===== config.mk =====
export PLATFORM = sky130hd
export DESIGN_NAME = slmic_core
export DESIGN_NICKNAME = d
export VERILOG_FILES = /design/src/verilog/slmic_pkg.sv /design/src/verilog/slmic_core.sv
export SDC_FILE = /design/constraint.sdc
export NUM_CORES = 1
export LEC_CHECK = 0
export BUFFER_PORTS_ARGS = -buffer_cell sky130_fd_sc_hd__buf_2
export CORE_UTILIZATION = 35
export DETAILED_ROUTE_END_ITERATION = 7
export GPL_TIMING_DRIVEN = 1
export PLACE_DENSITY_LB_ADDON = 0.08
export SLEW_MARGIN = 20
export SYNTH_ARGS = -nofsm -noshare
export SYNTH_HDL_FRONTEND = slang
export SYNTH_SLANG_ARGS = --single-unit
export TNS_END_PERCENT = 1

===== constraint.sdc =====
create_clock -name core_clk_in -period 4 [get_ports core_clk_in]
set_input_delay 1.2 -clock core_clk_in [delete_from_list [all_inputs] [get_ports core_clk_in]]
set_output_delay 1.2 -clock core_clk_in [all_outputs]
set_load 0.01 [all_outputs]

===== src/verilog/slmic_pkg.sv =====
// Constants, register map and types of the serial line status, modem and infrared control block.
// Assumes a single 250 MHz clock domain and an Avalon-MM register port with 32-bit data.
package slmic_pkg;

  // ----------------------------------------------------------------
  // Register indices; byte address is four times the index
  // ----------------------------------------------------------------
  localparam logic [31:0] IDX_LINE_STATUS = 32'h0c00_0005;
  localparam logic [31:0] IDX_MODEM_LINE_STATUS = 32'h0c00_0006;
  localparam logic [31:0] IDX_USER_SCRATCH = 32'h0c00_0007;
  localparam logic [31:0] IDX_INFRARED_SELECT = 32'h0c00_0008;
  localparam logic [31:0] IDX_UNIT_SOFT_RESET = 32'h0c00_0009;
  localparam logic [31:0] IDX_FRAME_CTL = 32'h0c00_000c;
  localparam logic [31:0] IDX_SAMPLE_DIV = 32'h0c00_000d;

  // ----------------------------------------------------------------
  // Field layout and reset values
  // ----------------------------------------------------------------
  localparam logic [7:0] IRSEL_MASK = 8'h3f;
  localparam logic [7:0] RESET_MASK = 8'h01;
  localparam logic [7:0] FRAME_MASK = 8'h1f;
  localparam int FRM_FIFO_BIT = 4;
  localparam int FRM_EVEN_BIT = 3;
  localparam int FRM_PAR_BIT = 2;
  localparam logic [7:0] SCRATCH_RST = 8'h00;
  localparam logic [7:0] IRSEL_RST = 8'h00;
  localparam logic [7:0] FRAME_RST = 8'h03;
  localparam logic [7:0] DIV_RST = 8'h00;

  // ----------------------------------------------------------------
  // Receiver timing in sample ticks
  // ----------------------------------------------------------------
  localparam logic [3:0] SMP_MID = 4'h7;
  localparam logic [3:0] SMP_SECOND = 4'hb;
  localparam logic [3:0] SMP_LAST = 4'hf;
  localparam int SMP_PER_BIT_LOG2 = 4;

  typedef enum logic [6:0] {
    RX_IDLE = 7'h01,
    RX_START = 7'h02,
    RX_DATA = 7'h04,
    RX_PARITY = 7'h08,
    RX_STOP = 7'h10,
    RX_HOLD = 7'h20,
    RX_BRKWAIT = 7'h40
  } slmic_rx_state_t;

endpackage : slmic_pkg


===== src/verilog/slmic_core.sv =====
// Receive-line error detection, modem status, scratch, infrared select and unit reset.
// Assumes the receive queue, transmitter and holding registers sit outside and exchange
// characters, error tags and queue state with this block on the same clock.
//
// Design decision made here: the Avalon-MM slave port.
`timescale 1ns/1ps
module slmic_core (
  input wire logic core_clk_in,
  input wire logic nrst_in,
  input wire logic [31:0] avs_address_in,
  input wire logic avs_read_in,
  input wire logic avs_write_in,
  input wire logic [31:0] avs_writedata_in,
  input wire logic [3:0] avs_byteenable_in,
  output logic [31:0] avs_readdata_out,
  output logic avs_waitrequest_out,
  input wire logic rs232_rx_in,
  input wire logic ir_rx_in,
  input wire logic dcd_n_in,
  input wire logic ri_n_in,
  input wire logic dsr_n_in,
  input wire logic cts_n_in,
  input wire logic tx_serial_in,
  input wire logic fir_tx_in,
  output logic rs232_tx_out,
  output logic ir_tx_out,
  output logic fir_rx_out,
  input wire logic fifo_full_in,
  input wire logic data_ready_in,
  input wire logic tx_empty_in,
  input wire logic thr_empty_in,
  input wire logic head_load_in,
  input wire logic [2:0] head_tags_in,
  output logic rx_push_out,
  output logic [7:0] rx_data_out,
  output logic [2:0] rx_tags_out,
  output logic line_status_read_out,
  output logic fifo_mode_out,
  output logic unit_reset_out,
  output logic module_mode_strobe_out,
  output logic module_speed_select_out,
  output logic [1:0] module_type_field_out,
  output logic infrared_owner_select_out
);

  // ----------------------------------------------------------------
  // Address decode helper
  // ----------------------------------------------------------------
  function automatic logic reg_hit(input logic [31:0] addr, input logic [31:0] idx);
    reg_hit = (addr == {idx[29:0], 2'b00});
  endfunction : reg_hit

  logic srst;
  logic urst;
  logic ack_q;
  logic take;
  logic rd_take;
  logic wr_take;
  logic hit_ls, hit_ms, hit_sc, hit_ir, hit_rs, hit_fr, hit_dv;
  logic [7:0] wdat;
  logic [7:0] rdata_d;
  logic [31:0] rdata_q;

  assign srst = !nrst_in;
  assign take = (avs_read_in || avs_write_in) && !ack_q;
  assign rd_take = take && avs_read_in;
  assign wr_take = take && avs_write_in && avs_byteenable_in[0];
  assign wdat = avs_writedata_in[7:0];
  assign hit_ls = reg_hit(avs_address_in, slmic_pkg::IDX_LINE_STATUS);
  assign hit_ms = reg_hit(avs_address_in, slmic_pkg::IDX_MODEM_LINE_STATUS);
  assign hit_sc = reg_hit(avs_address_in, slmic_pkg::IDX_USER_SCRATCH);
  assign hit_ir = reg_hit(avs_address_in, slmic_pkg::IDX_INFRARED_SELECT);
  assign hit_rs = reg_hit(avs_address_in, slmic_pkg::IDX_UNIT_SOFT_RESET);
  assign hit_fr = reg_hit(avs_address_in, slmic_pkg::IDX_FRAME_CTL);
  assign hit_dv = reg_hit(avs_address_in, slmic_pkg::IDX_SAMPLE_DIV);
  // One wait state: the answer is always ready on the second cycle
  assign avs_waitrequest_out = (avs_read_in || avs_write_in) && !ack_q;
  assign avs_readdata_out = rdata_q;

  // ----------------------------------------------------------------
  // Software registers
  // ----------------------------------------------------------------
  logic [7:0] scratch_q, irsel_q, frame_q, div_q;
  logic unit_reset_q;

  always_ff @(posedge core_clk_in) begin
    if (srst) begin
      ack_q <= 1'b0;
      scratch_q <= slmic_pkg::SCRATCH_RST;
      irsel_q <= slmic_pkg::IRSEL_RST;
      frame_q <= slmic_pkg::FRAME_RST;
      div_q <= slmic_pkg::DIV_RST;
      unit_reset_q <= 1'b0;
    end else begin
      ack_q <= take;
      if (wr_take && hit_sc) scratch_q <= wdat;
      if (wr_take && hit_ir) irsel_q <= wdat & slmic_pkg::IRSEL_MASK;
      if (wr_take && hit_rs) unit_reset_q <= wdat[0];
      if (wr_take && hit_fr) frame_q <= wdat & slmic_pkg::FRAME_MASK;
      if (wr_take && hit_dv) div_q <= wdat;
    end
  end

  // Soft reset holds the divider, receiver, queue hand-off and status flags but leaves the register port and pin routing usable
  assign urst = srst || unit_reset_q;
  assign unit_reset_out = unit_reset_q;

  logic fifo_mode, par_en, par_even;
  logic [3:0] data_len;
  assign fifo_mode = frame_q[slmic_pkg::FRM_FIFO_BIT];
  assign par_en = frame_q[slmic_pkg::FRM_PAR_BIT];
  assign par_even = frame_q[slmic_pkg::FRM_EVEN_BIT];
  assign data_len = 4'h5 + {2'b00, frame_q[1:0]};
  assign fifo_mode_out = fifo_mode;

  // ----------------------------------------------------------------
  // Pin synchronisers
  // ----------------------------------------------------------------
  logic [4:0] pin_s1_q, pin_s2_q;
  logic [3:0] modem_s3_q;
  logic rx_raw;

  // Receive path follows the owner and path bits; a lent module looks idle
  assign rx_raw = irsel_q[0] ? (irsel_q[1] ? 1'b1 : ir_rx_in) : rs232_rx_in;

  always_ff @(posedge core_clk_in) begin
    if (srst) begin
      pin_s1_q <= 5'h1f;
      pin_s2_q <= 5'h1f;
      modem_s3_q <= 4'hf;
    end else begin
      pin_s1_q <= {rx_raw, dcd_n_in, ri_n_in, dsr_n_in, cts_n_in};
      pin_s2_q <= pin_s1_q;
      modem_s3_q <= pin_s2_q[3:0];
    end
  end

  logic rx_in_s;
  assign rx_in_s = pin_s2_q[4];

  // ----------------------------------------------------------------
  // Pin routing and infrared module control
  // ----------------------------------------------------------------
  always_ff @(posedge core_clk_in) begin
    if (srst) begin
      rs232_tx_out <= 1'b1;
      ir_tx_out <= 1'b1;
      fir_rx_out <= 1'b1;
      module_mode_strobe_out <= 1'b0;
      module_speed_select_out <= 1'b0;
      module_type_field_out <= 2'b00;
      infrared_owner_select_out <= 1'b0;
    end else begin
      rs232_tx_out <= irsel_q[0] ? 1'b1 : tx_serial_in;
      ir_tx_out <= irsel_q[1] ? fir_tx_in : (irsel_q[0] ? tx_serial_in : 1'b1);
      fir_rx_out <= irsel_q[1] ? ir_rx_in : 1'b1;
      module_mode_strobe_out <= irsel_q[5];
      module_speed_select_out <= irsel_q[4];
      module_type_field_out <= irsel_q[3:2];
      infrared_owner_select_out <= irsel_q[1];
    end
  end

  // ----------------------------------------------------------------
  // Sample tick divider, sixteen ticks per bit
  // ----------------------------------------------------------------
  logic [7:0] div_cnt_q;
  logic tick;
  assign tick = (div_cnt_q == 8'h00);

  always_ff @(posedge core_clk_in) begin
    if (urst) div_cnt_q <= 8'h00;
    else div_cnt_q <= tick ? div_q : div_cnt_q - 8'h01;
  end

  // ----------------------------------------------------------------
  // Receiver
  // ----------------------------------------------------------------
  slmic_pkg::slmic_rx_state_t st_q;
  logic [3:0] smp_q, bit_q;
  logic [7:0] sh_q;
  logic par_q, all_low_q, resync_q;
  logic [7:0] low_cnt_q;
  logic [7:0] brk_thr;
  logic [7:0] char_val;
  logic par_fail;
  logic char_done;
  logic [2:0] char_tags;
  logic [7:0] char_data;
  logic mid, last;

  assign mid = tick && (smp_q == slmic_pkg::SMP_MID);
  assign last = tick && (smp_q == slmic_pkg::SMP_LAST);
  // Whole frame: start, data, parity, stop, in sample ticks
  assign brk_thr = 8'({4'h2 + data_len + {3'b000, par_en}, 4'h0});
  assign char_val = sh_q >> (4'h8 - data_len);
  assign par_fail = par_en && ((^char_val ^ par_q) != !par_even);

  // Completion fires on the stop sample, or in hold when the line rises or the low time passes a whole frame
  always_comb begin
    char_done = 1'b0;
    char_tags = 3'b000;
    char_data = char_val;
    if (st_q == slmic_pkg::RX_STOP && mid && (rx_in_s || !all_low_q)) begin
      char_done = 1'b1;
      char_tags = {1'b0, !rx_in_s, par_fail};
    end else if (st_q == slmic_pkg::RX_HOLD && tick) begin
      if (rx_in_s) begin
        char_done = 1'b1;
        char_tags = {1'b0, 1'b1, par_fail};
      end else if (low_cnt_q > brk_thr) begin
        char_done = 1'b1;
        char_tags = 3'b100;
        char_data = 8'h00;
      end
    end
  end

  always_ff @(posedge core_clk_in) begin
    if (urst) low_cnt_q <= 8'h00;
    else if (tick) low_cnt_q <= rx_in_s ? 8'h00 : low_cnt_q + {7'h00, low_cnt_q != 8'hff};
  end

  always_ff @(posedge core_clk_in) begin
    if (urst) begin
      st_q <= slmic_pkg::RX_IDLE;
      smp_q <= 4'h0;
      bit_q <= 4'h0;
      sh_q <= 8'h00;
      par_q <= 1'b0;
      all_low_q <= 1'b0;
      resync_q <= 1'b0;
    end else if (tick) begin
      smp_q <= smp_q + 4'h1;
      if (!rx_in_s && mid) all_low_q <= all_low_q;
      else if (rx_in_s && mid) all_low_q <= 1'b0;
      unique case (st_q)
        slmic_pkg::RX_IDLE: begin
          smp_q <= 4'h0;
          all_low_q <= 1'b1;
          if (!rx_in_s) st_q <= slmic_pkg::RX_START;
        end
        slmic_pkg::RX_START: begin
          // After a framing error the start bit must be seen low twice
          if (rx_in_s && (mid || (resync_q && smp_q == slmic_pkg::SMP_SECOND))) begin
            st_q <= slmic_pkg::RX_IDLE;
          end else if (last) begin
            st_q <= slmic_pkg::RX_DATA;
            bit_q <= 4'h0;
            resync_q <= 1'b0;
          end
        end
        slmic_pkg::RX_DATA: begin
          if (mid) sh_q <= {rx_in_s, sh_q[7:1]};
          if (last) begin
            bit_q <= bit_q + 4'h1;
            if (bit_q == data_len - 4'h1) begin
              st_q <= par_en ? slmic_pkg::RX_PARITY : slmic_pkg::RX_STOP;
            end
          end
        end
        slmic_pkg::RX_PARITY: begin
          if (mid) par_q <= rx_in_s;
          if (last) st_q <= slmic_pkg::RX_STOP;
        end
        slmic_pkg::RX_STOP: begin
          if (mid) begin
            if (rx_in_s) st_q <= slmic_pkg::RX_IDLE;
            else if (all_low_q) st_q <= slmic_pkg::RX_HOLD;
            else begin
              st_q <= slmic_pkg::RX_IDLE;
              resync_q <= 1'b1;
            end
          end
        end
        slmic_pkg::RX_HOLD: begin
          if (rx_in_s) begin
            st_q <= slmic_pkg::RX_IDLE;
            resync_q <= 1'b1;
          end else if (low_cnt_q > brk_thr) st_q <= slmic_pkg::RX_BRKWAIT;
        end
        slmic_pkg::RX_BRKWAIT: begin
          // Only a return to marking lets a new start bit count
          if (rx_in_s) st_q <= slmic_pkg::RX_IDLE;
        end
      endcase
    end
  end

  // ----------------------------------------------------------------
  // Queue hand-off and overrun
  // ----------------------------------------------------------------
  logic ovr_evt, push;
  assign ovr_evt = char_done && (fifo_mode ? fifo_full_in : data_ready_in);
  // A full queue drops the fresh character rather than the oldest one
  assign push = char_done && !(fifo_mode && fifo_full_in);

  always_ff @(posedge core_clk_in) begin
    if (urst) begin
      rx_push_out <= 1'b0;
      rx_data_out <= 8'h00;
      rx_tags_out <= 3'b000;
    end else begin
      rx_push_out <= push;
      if (push) rx_data_out <= char_data;
      if (push) rx_tags_out <= char_tags;
    end
  end

  // ----------------------------------------------------------------
  // Line status flags: set wins over the read clear
  // ----------------------------------------------------------------
  logic [2:0] err_set;
  logic sum_set;
  logic ls_rd, ms_rd;
  logic brk_q, fe_q, pe_q, ovr_q, sum_q;

  assign ls_rd = rd_take && hit_ls;
  assign ms_rd = rd_take && hit_ms;
  assign line_status_read_out = ls_rd;
  assign err_set = fifo_mode ? (head_load_in ? head_tags_in : 3'b000)
                             : (char_done ? char_tags : 3'b000);
  assign sum_set = fifo_mode && head_load_in && (head_tags_in != 3'b000);

  always_ff @(posedge core_clk_in) begin
    if (urst) begin
      brk_q <= 1'b0;
      fe_q <= 1'b0;
      pe_q <= 1'b0;
      ovr_q <= 1'b0;
      sum_q <= 1'b0;
    end else begin
      brk_q <= err_set[2] || (brk_q && !ls_rd);
      fe_q <= err_set[1] || (fe_q && !ls_rd);
      pe_q <= err_set[0] || (pe_q && !ls_rd);
      ovr_q <= ovr_evt || (ovr_q && !ls_rd);
      sum_q <= fifo_mode && (sum_set || (sum_q && !ls_rd));
    end
  end

  // ----------------------------------------------------------------
  // Modem change flags
  // ----------------------------------------------------------------
  logic [3:0] mchg_q;
  genvar gi;
  generate
    for (gi = 0; gi < 4; gi++) begin : g_mchg
      always_ff @(posedge core_clk_in) begin
        if (urst) mchg_q[gi] <= 1'b0;
        else mchg_q[gi] <= (pin_s2_q[gi] != modem_s3_q[gi]) || (mchg_q[gi] && !ms_rd);
      end
    end
  endgenerate

  // ----------------------------------------------------------------
  // Read data
  // ----------------------------------------------------------------
  logic [7:0] ls_val, ms_val;
  assign ls_val = {sum_q, tx_empty_in, thr_empty_in, brk_q, fe_q, pe_q, ovr_q, data_ready_in};
  assign ms_val = {~pin_s2_q[3:0], mchg_q};

  always_comb begin
    rdata_d = 8'h00;
    if (hit_ls) rdata_d = ls_val;
    else if (hit_ms) rdata_d = ms_val;
    else if (hit_sc) rdata_d = scratch_q;
    else if (hit_ir) rdata_d = irsel_q;
    else if (hit_rs) rdata_d = {7'h00, unit_reset_q};
    else if (hit_fr) rdata_d = frame_q;
    else if (hit_dv) rdata_d = div_q;
  end

  always_ff @(posedge core_clk_in) begin
    if (srst) rdata_q <= 32'h0000_0000;
    else if (rd_take) rdata_q <= {24'h00_0000, rdata_d};
  end

  // ----------------------------------------------------------------
  // Checks
  // ----------------------------------------------------------------
  chk_sum_fifo_only: assert property (@(posedge core_clk_in) disable iff (!nrst_in)
    !fifo_mode |=> !sum_q) else $error("summary flag set outside fifo mode");
  chk_read_clears_ls: assert property (@(posedge core_clk_in) disable iff (!nrst_in)
    ls_rd && err_set == 3'b000 && !ovr_evt && !sum_set |=> !brk_q && !fe_q && !pe_q && !ovr_q && !sum_q)
    else $error("line status read did not clear flags");
  chk_break_zero_push: assert property (@(posedge core_clk_in) disable iff (urst)
    char_done && char_tags[2] && !fifo_full_in |=> rx_push_out && rx_data_out == 8'h00
      ##1 st_q == slmic_pkg::RX_BRKWAIT) else $error("break did not push one zero character");
  chk_overrun_drop: assert property (@(posedge core_clk_in) disable iff (urst)
    char_done && fifo_mode && fifo_full_in |=> !rx_push_out && ovr_q)
    else $error("overrun character entered the queue");
  chk_live_levels: assert property (@(posedge core_clk_in) disable iff (!nrst_in)
    ms_val[7:4] == ~$past({dcd_n_in, ri_n_in, dsr_n_in, cts_n_in}, 2))
    else $error("modem level bits not inverted inputs");
  chk_change_flag: assert property (@(posedge core_clk_in) disable iff (urst)
    pin_s2_q[0] != modem_s3_q[0] |=> mchg_q[0] ##1 (mchg_q[0] || $past(ms_rd)))
    else $error("change flag lost");
  chk_ms_read_clear: assert property (@(posedge core_clk_in) disable iff (urst)
    ms_rd && pin_s2_q[3:0] == modem_s3_q |=> mchg_q == 4'h0) else $error("change flags kept");
  chk_scratch_hold: assert property (@(posedge core_clk_in) disable iff (!nrst_in)
    wr_take && hit_sc |=> scratch_q == $past(wdat) ##1 scratch_q == $past(wdat, 2))
    else $error("scratch did not keep written value");
  chk_unit_reset: assert property (@(posedge core_clk_in) disable iff (!nrst_in)
    unit_reset_q |=> st_q == slmic_pkg::RX_IDLE && !rx_push_out) else $error("unit ran in reset");
  chk_path_route: assert property (@(posedge core_clk_in) disable iff (!nrst_in)
    irsel_q[0] |=> rs232_tx_out) else $error("serial pins driven while infrared path set");
  chk_answer_bound: assert property (@(posedge core_clk_in) disable iff (!nrst_in)
    avs_read_in || avs_write_in |-> ##[0:1] !avs_waitrequest_out) else $error("no bus answer");
  cov_break: cover property (@(posedge core_clk_in) char_done && char_tags[2]);
  cov_frame_err: cover property (@(posedge core_clk_in) char_done && char_tags[1]);
  cov_overrun: cover property (@(posedge core_clk_in) ovr_evt && fifo_mode);
  cov_set_on_clear: cover property (@(posedge core_clk_in) ls_rd && err_set != 3'b000);

endmodule : slmic_core


# --- After elaboration in Yosys (flattened, before gate mapping) ---
# Cells that the tools add are included.
word_totals:
  register_bits: 122
  inputBits: 88
  elab_cells: 219
classes:
  addsub: 9
  magnitude_cmp: 1
  n_eq_ne: 38
  shift: 1
  muxes: 58
  bitwise_logic: 3
  n_reduce_logical: 71
ops:
  columns: ["op", "n"]
  rows:
  - ["$eq 32x30->1 const B", 7]
  - ["$mux 8", 13]
  - ["$mux 7", 10]
  - ["$pmux 7 s7", 1]
  - ["$logic_and 1x1->1", 36]
  - ["$ne 2x2->1 const B", 11]
  - ["$mux 3", 7]
  - ["$mux 1", 18]
  - ["$mux 4", 4]
  - ["$logic_or 1x1->1", 13]
  - ["$mux 6", 2]
  - ["$reduce_and 3->1", 3]
  - ["$reduce_and 9->1", 1]
  - ["$add 4x1->4 const B", 2]
  - ["$add 8x1->8", 1]
  - ["$eq 4x4->1 const B", 2]
  - ["$gt 8x8->1", 1]
  - ["$logic_not 1->1", 8]
  - ["$logic_not 8->1", 1]
  - ["$ne 8x8->1 const B", 1]
  - ["$pmux 4 s2", 1]
  - ["$reduce_and 8->1", 1]
  - ["$reduce_xor 8->1", 1]
  - ["$shr 8x4->8", 1]
  - ["29 further kinds", 35]

# --- Longest topological paths before layout ---
# Gate-level depths: netlist of run 1.
depth:
  word_depth: 13
  depth_mapped: 16

# --- Least setup slack after synthesis of run 1 ---
# OpenSTA, ideal clock, no wires.
synth_path:
  path_kind: "input to output"
  start: "in avs_address_in[31]"
  end: "out line_status_read_out"
  arrival_ns: 2.391
  required_ns: 2.800
  path_slack_ns: 0.409
  stages: 5
  path_cell_list: "nor4b_1 nand3_1 nor2_1 nand2_1 nor4b_1"
synth_between:
  elab_chain_len: 2
synth_rtl:
  columns: ["item", "line_no", "rtl"]
  rows:
  - ["start: declaration", "slmic_core.sv:10", "input wire logic [31:0] avs_address_in,"]
  - ["$eq 32x30->1", "slmic_core.sv:50", "reg_hit = (addr == {idx[29:0], 2'b00});"]
  - ["$logic_and 1x1->1", "slmic_core.sv:318", "assign ls_rd = rd_take && hit_ls;"]
  - ["end: declaration", "slmic_core.sv:37", "output logic line_status_read_out,"]
# Every way passes these cells.

# --- Worst setup path after layout of run 1 ---
# Ends and elaborated chain as after synthesis.

==> results of run 1 <==
[worst max-delay path, delay by kind of cell]
kind	cells	cell delay, ns
buf+inv	2	0.28
simple gates	5	1.04
[registers in the layout (all words and copies together) (netlist names), 2 cells and up]
name	cells
avs_readdata_out	8
div_cnt_q	8
div_q	8
low_cnt_q	8
rx_data_out	8
scratch_q	8
sh_q	8
st_q	7
irsel_q	6
frame_q	5
pin_s1_q	5
pin_s2_q	5
bit_q	4
mchg_q	4
modem_s3_q	4
smp_q	4
rx_tags_out	3
module_type_field_out	2
[power by group through the flow]
| stage | clock network (mW) | registers, mW | logic [mW] |
|---|---|---|---|
| after floorplan | 0 | 1.37 | 0.438 |
| after global placement | 0 | 1.39 | 0.574 |
| after detailed placement | 0 | 1.39 | 0.582 |
| after CTS | 1.73 | 1.36 | 0.587 |
| after global routing | 1.78 | 1.38 | 0.653 |
| final | 1.69 | 1.37 | 0.586 |
[path summary, 6_finish.rpt]
kind | startpoint | to
worst min register to register | pin_s1_q[0] | pin_s2_q[0]
worst max register to register | frame_q[1] | st_q[6]
worst min-delay path | pin_s1_q[0] | pin_s2_q[0]
worst max-delay path | avs_address_in[31] | line_status_read_out
[per-stage QoR]
stage / hold WS, ns / util [%] / instance area [um2] / total power, mW
2_1_floorplan: 0.386 / - / 6360 / 1.81
3_3_place_gp: 0.389 / 39.6 / 6890 / 1.96
3_5_place_dp: 0.397 / 39.6 / 6890 / 1.97
4_1_cts: 0.406 / 43.3 / 7540 / 3.68
5_1_grt: 0.419 / 43.3 / 7540 / 3.81
6_report: 0.404 / 43.3 / 7540 / 3.64
[cells by family after synthesis]
logic type               synth area share [%]
AND/OR/NAND/NOR                          26.3
AO/OA/AOI/OAI                            13.1
flip-flops                               38.9
buffers and inverters                    5.86
multiplexers                             8.93
XOR/XNOR                                 4.05
adder cells (fa/ha/maj)                  2.79
other                                  0.0598
[Yosys cell counts (5+ instances only)]
cell / instances / share of area (%)
dfxtp_1: 122 / 39
inv_1: 17 / 1.0
a21oi_1: 48 / 3.8
clkbuf_1: 26 / 1.6
nor2_1: 71 / 4.2
ha_1: 14 / 2.8
a211oi_1: 7 / 0.84
nor4_1: 8 / 0.80
nand2b_1: 23 / 2.3
o22ai_1: 12 / 1.2
buf_4: 25 / 3.0
nor3_1: 19 / 1.5
o211ai_1: 6 / 0.72
nand2_1: 58 / 3.5
a221oi_1: 6 / 0.84
or3_1: 10 / 1.0
mux2i_1: 47 / 7.5
and3_1: 5 / 0.50
nand3b_1: 5 / 0.60
or2_2: 5 / 0.50
nand4_1: 9 / 0.90
nor2b_1: 33 / 3.3
xnor2_1: 8 / 1.1
o21ai_0: 24 / 1.9
xor2_1: 14 / 2.0
and2_1: 8 / 0.80
nand3_1: 16 / 1.3
[area by class of cell]
| cell class | instances | area share (%) |
|---|---|---|
| clock buffers | 22 | 6.42 |
| clock inverters | 7 | 2.17 |
| inverters | 17 | 0.846 |
| multi-input cells | 548 | 47.1 |
| flip-flops and latches | 122 | 32.4 |
| well taps | 225 | 3.73 |
| repair buffers | 104 | 7.30 |
[cells in the final DEF, fill, tap and decap left out, types with 3 or more instances in the layout]
cell type,netlist,layout
dfxtp_1,122,122
buf_2,3,92
nor2_1,71,71
nand2_1,58,58
a21oi_1,48,48
mux2i_1,47,47
nor2b_1,33,33
o21ai_0,24,24
conb_1,1,24
nand2b_1,23,23
nor3_1,19,19
inv_1,17,17
clkbuf_16,0,17
nand3_1,16,16
xor2_1,14,14
ha_1,14,14
o22ai_1,12,12
buf_4,25,12
or3_1,10,10
nand4_1,9,9
xnor2_1,8,8
nor4_1,8,8
and2_1,8,8
a211oi_1,7,7
a221oi_1,6,6
o211ai_1,6,6
and3_1,5,5
or2_2,5,5
nand3b_1,5,5
bufinv_16,0,5
clkbuf_8,0,4
nor4b_1,3,3
nor4_2,3,3
a31oi_1,3,3
mux4_2,3,3
nor3b_1,3,3
o21ai_1,3,3
a22oi_1,3,3
[routing by layer]
| metal | up-vias | global-route usage, % | part of all wire, % |
|---|---|---|---|
| li1 | 2688 | - | - |
| met1 | 2550 | 22.5 | 45 |
| met2 | 140 | 31.7 | 49 |
| met3 | 23 | 4.51 | 4.2 |
| met4 | 0 | 6.91 | 1.8 |
| met5 | - | 0 | 0 |
==> flow_metrics.env, run 1 <==
export IMPL_status="complete, no violations"
export IMPL_cts_root_buf="clkbuf_16"
export IMPL_vias=5401
export IMPL_hold_buffers=0
export IMPL_rr_worst_depth=14
export IMPL_post_route_drc_count=0
export IMPL_worst_ep_arrival_time_ns=2.51
export IMPL_avgSynthCellArea_um2=8.73
export IMPL_wl_um=16500
export IMPL_worst_slew_pin_slew_ns=0.806
export IMPL_switching_share_pct=26.3
export IMPL_hold_violations=0
export IMPL_finalSetupViolations=0
export IMPL_multi_input_area_um2=3550
export IMPL_rsz0062_at_grt="false"
export IMPL_async_flop_share_pct=0
export IMPL_postRouteAntennaNets=0
export IMPL_core_um2=17400
export IMPL_clk_path_buf_depth=2
export IMPL_start_kind="input pin"
export IMPL_powerDensity_nw_per_um2=483
export IMPL_drt_iter0_drc=326
export IMPL_gp_congestion=0.851
export IMPL_instances_no_fill=1045
export IMPL_fmax_mhz=270
export IMPL_grt_antenna_before_repair=0
export IMPL_grt_start_max_net_pins=61
export IMPL_yosysSeqAreaShare_pct=38.9
export IMPL_yosys_cell_types_count=71
export IMPL_grt_pass1_wl_um=26600
export IMPL_cts_tree="done"
export IMPL_layout_nets=912
export IMPL_p_switching_mw=0.958
export IMPL_reg2reg_slack_ns=0.77
export IMPL_grt_pass1_vias=5332
export IMPL_ys_ff_latch=122
export IMPL_fillCellCount=1753
export IMPL_wl_per_cell_um=15.8
export IMPL_slowest_stage="nor4b_1"
export IMPL_syn_to_final_growth_pct=20.1
export IMPL_clk_pin_slew_ns=0.05
export IMPL_slowest_delay_ns=0.42
export IMPL_diodes=0
export IMPL_p_seq_share_pct=37.5
export IMPL_dr_pass1_iters=5
export IMPL_synth_ff_type="dfxtp_1"
export IMPL_hold_depth=1
export IMPL_dp_hpwl_um=12100
export IMPL_endpoint_kind="primary output"
export IMPL_path_class="input pin to primary output"
export IMPL_crit_chain="buf_2, nor4b_1, nand3_1, nor2_1, nand2_1, nor4b_1, buf_2"
export IMPL_initial_core_util_pct=36.0
export IMPL_post_place_ws_ns=0.262
export IMPL_hold_class="flip-flop to flip-flop"
export IMPL_io_buffers=92
export IMPL_drive_gt1_share_pct=19.5
export IMPL_seqCellArea_um2=2440
export IMPL_skew_ns=0.00555
export IMPL_yosys_warnings=0
export IMPL_p_int_mw=2.68
export IMPL_clkPwrFrac_pct=46.4
export IMPL_combPwrFrac_pct=16.1
export IMPL_syn_area_um2=6280
export IMPL_grtUsageTotal_pct=18.6
export IMPL_die_area_um2=18500
export IMPL_fin_crit_ns=3.71
export IMPL_cp_required_ns=2.80
export IMPL_cts_setup_buffers=0
export IMPL_row_count=48
export IMPL_synth_edf_count=0
export IMPL_syn_inst=719
export IMPL_die_h_um=136
export IMPL_via_per_inst=5.17
export IMPL_ios=144
export IMPL_htreeDepth=4
export IMPL_cts_repair_resized=0
export IMPL_fin_setup_tns_ns=0
export IMPL_crit_fanout=2
export IMPL_cts_buffers_inserted=17
export IMPL_fin_ws_ns=0.291
export IMPL_slew_headroom_pct=46.1
export IMPL_p_leak_nw=3.09
export IMPL_fp_dieW_um=136
export IMPL_ir_drop_uv=254
export IMPL_clk_latency_ns=0.41
export IMPL_fin_crit_sh_pct=92.7
export IMPL_clock_sinks=122
export IMPL_grt_overflow=0
export IMPL_final_max_slew_viol_count=0
export IMPL_cap_violations=0
export IMPL_place_inst=1016
Power figures use the tool's default switching activity.
==> run 2: changes to the inputs <==
- CTS_CLUSTER_DIAMETER: default -> 150
- clock period: 4 -> 3.9 ns (I/O delays scaled with it)
==> flow_metrics.env, run 2 (synthesized netlist as in run 1, its figures left out) <==
export IMPL_grt_pass1_wl_um=26600
export IMPL_cts_root_buf="clkbuf_16"
export IMPL_status="complete, no violations"
export IMPL_fin_setup_tns_ns=0
export IMPL_row_count=48
export IMPL_layout_commonest_cell="dfxtp_1"
export IMPL_endpoint_kind="primary output"
export IMPL_cts_tree="done"
export IMPL_grt_antenna_before_repair=0
export IMPL_p_switching_mw=0.986
export IMPL_clk_pin_slew_ns=0.05
export IMPL_layout_nets=913
export IMPL_syn_to_final_growth_pct=19.8
export IMPL_die_h_um=136
export IMPL_fmax_mhz=280
export IMPL_clock_sinks=122
export IMPL_ir_drop_uv=262
export IMPL_postRouteAntennaNets=0
export IMPL_hold_depth=1
export IMPL_grt_pass1_vias=5222
export IMPL_wl_per_cell_um=15.7
export IMPL_dr_pass1_iters=5
export IMPL_reg2reg_slack_ns=0.68
export IMPL_p_seq_share_pct=38.3
export IMPL_rsz0062_at_grt="false"
export IMPL_post_route_drc_count=0
export IMPL_path_class="input pin to primary output"
export IMPL_initial_core_util_pct=36.0
export IMPL_cts_buffers_inserted=17
export IMPL_rr_worst_depth=13
export IMPL_fillCellCount=1785
export IMPL_drt_iter0_drc=309
export IMPL_hold_violations=0
export IMPL_cap_violations=0
export IMPL_place_area_um2=6900
export IMPL_start_kind="input pin"
export IMPL_diodes=0
export IMPL_hold_ws_ns=0.406
export IMPL_worst_ep_arrival_time_ns=2.40
export IMPL_cts_repair_resized=0
export IMPL_gp_congestion=0.858
export IMPL_hold_buffers=0
export IMPL_cp_required_ns=2.73
export IMPL_io_buffers=92
export IMPL_crit_fanout=2
export IMPL_core_um2=17400
export IMPL_fin_crit_ns=3.57
export IMPL_die_area_um2=18500
export IMPL_clkPwrFrac_pct=45.5
export IMPL_grt_overflow=0
export IMPL_combPwrFrac_pct=16.3
export IMPL_skew_ns=0.00734
export IMPL_clk_path_buf_depth=2
export IMPL_htreeDepth=4
export IMPL_dp_hpwl_um=12100
export IMPL_fp_dieW_um=136
export IMPL_vias=5390
export IMPL_via_per_inst=5.15
export IMPL_mostFrequentLayoutCells="dfxtp_1 (122), buf_2 (92), nor2_1 (71), nand2_1 (58), a21oi_1 (48)"
export IMPL_post_route_cell_area_um2=7520
export IMPL_cts_setup_buffers=0
export IMPL_slew_headroom_pct=39.5
export IMPL_wl_um=16400
export IMPL_fin_crit_sh_pct=91.5
export IMPL_drive_gt1_share_pct=19.7
export IMPL_finalSetupViolations=0
export IMPL_final_max_slew_viol_count=0
export IMPL_p_leak_nw=3.08
export IMPL_powerDensity_nw_per_um2=486
export IMPL_clk_latency_ns=0.41
export IMPL_ios=144
export IMPL_hold_class="flip-flop to flip-flop"
export IMPL_switching_share_pct=27.0
export IMPL_grtUsageTotal_pct=18.7
export IMPL_utilization_pct=43.2
export IMPL_p_int_mw=2.67
export IMPL_worst_slew_pin_slew_ns=0.906
export IMPL_grt_start_max_net_pins=61
[run 2: final timing paths]
path	from	to
max	avs_address_in[31]	line_status_read_out
max reg2reg	frame_q[1]	rx_data_out[5]
min reg2reg	pin_s1_q[0]	pin_s2_q[0]
min	pin_s1_q[0]	pin_s2_q[0]
[run 2: power groups by stage]
stage | combinational (mW) | sequential (mW) | clock, mW
floorplan | 0.449 | 1.41 | 0
global placement | 0.589 | 1.42 | 0
detailed placement | 0.596 | 1.43 | 0
CTS | 0.600 | 1.40 | 1.70
global route | 0.671 | 1.41 | 1.77
finish | 0.595 | 1.40 | 1.66
[run 2: worst max-delay path: stages]
cell and delay (ns):
buf_2 0.10, nor4b_2 0.32, nand3_1 0.11, nor2_1 0.17
nand2_1 0.09, nor4b_1 0.25, buf_2 0.18
[run 2: stage by stage]
step	power [mW]	setup WS [ns]	std cells
2_1_floorplan	1.86	0.369	742
3_3_place_gp	2.01	0.180	1017
3_5_place_dp	2.02	0.157	1017
4_1_cts	3.70	0.137	1047
5_1_grt	3.85	0.0866	1047
6_report	3.66	0.333	1047
[run 2: routing by layer]
layer  track usage (%)  part of all wire, %
met1              23.5                   45
met5                 0                    0
met4              6.30                 0.65
met2              31.7                   50
met3              3.99                  4.0
[run 2: cell type report]
| cell class | instances | area [um2] | share of cell area, % |
|---|---|---|---|
| multi-input combinational | 548 | 3560 | 47.3 |
| sequential | 122 | 2440 | 32.5 |
| timing repair buffer | 105 | 558 | 7.42 |
| clock buffer | 22 | 474 | 6.31 |
| tap | 225 | 282 | 3.74 |
| clock inverter | 8 | 143 | 1.90 |
| inverter | 17 | 63.8 | 0.848 |
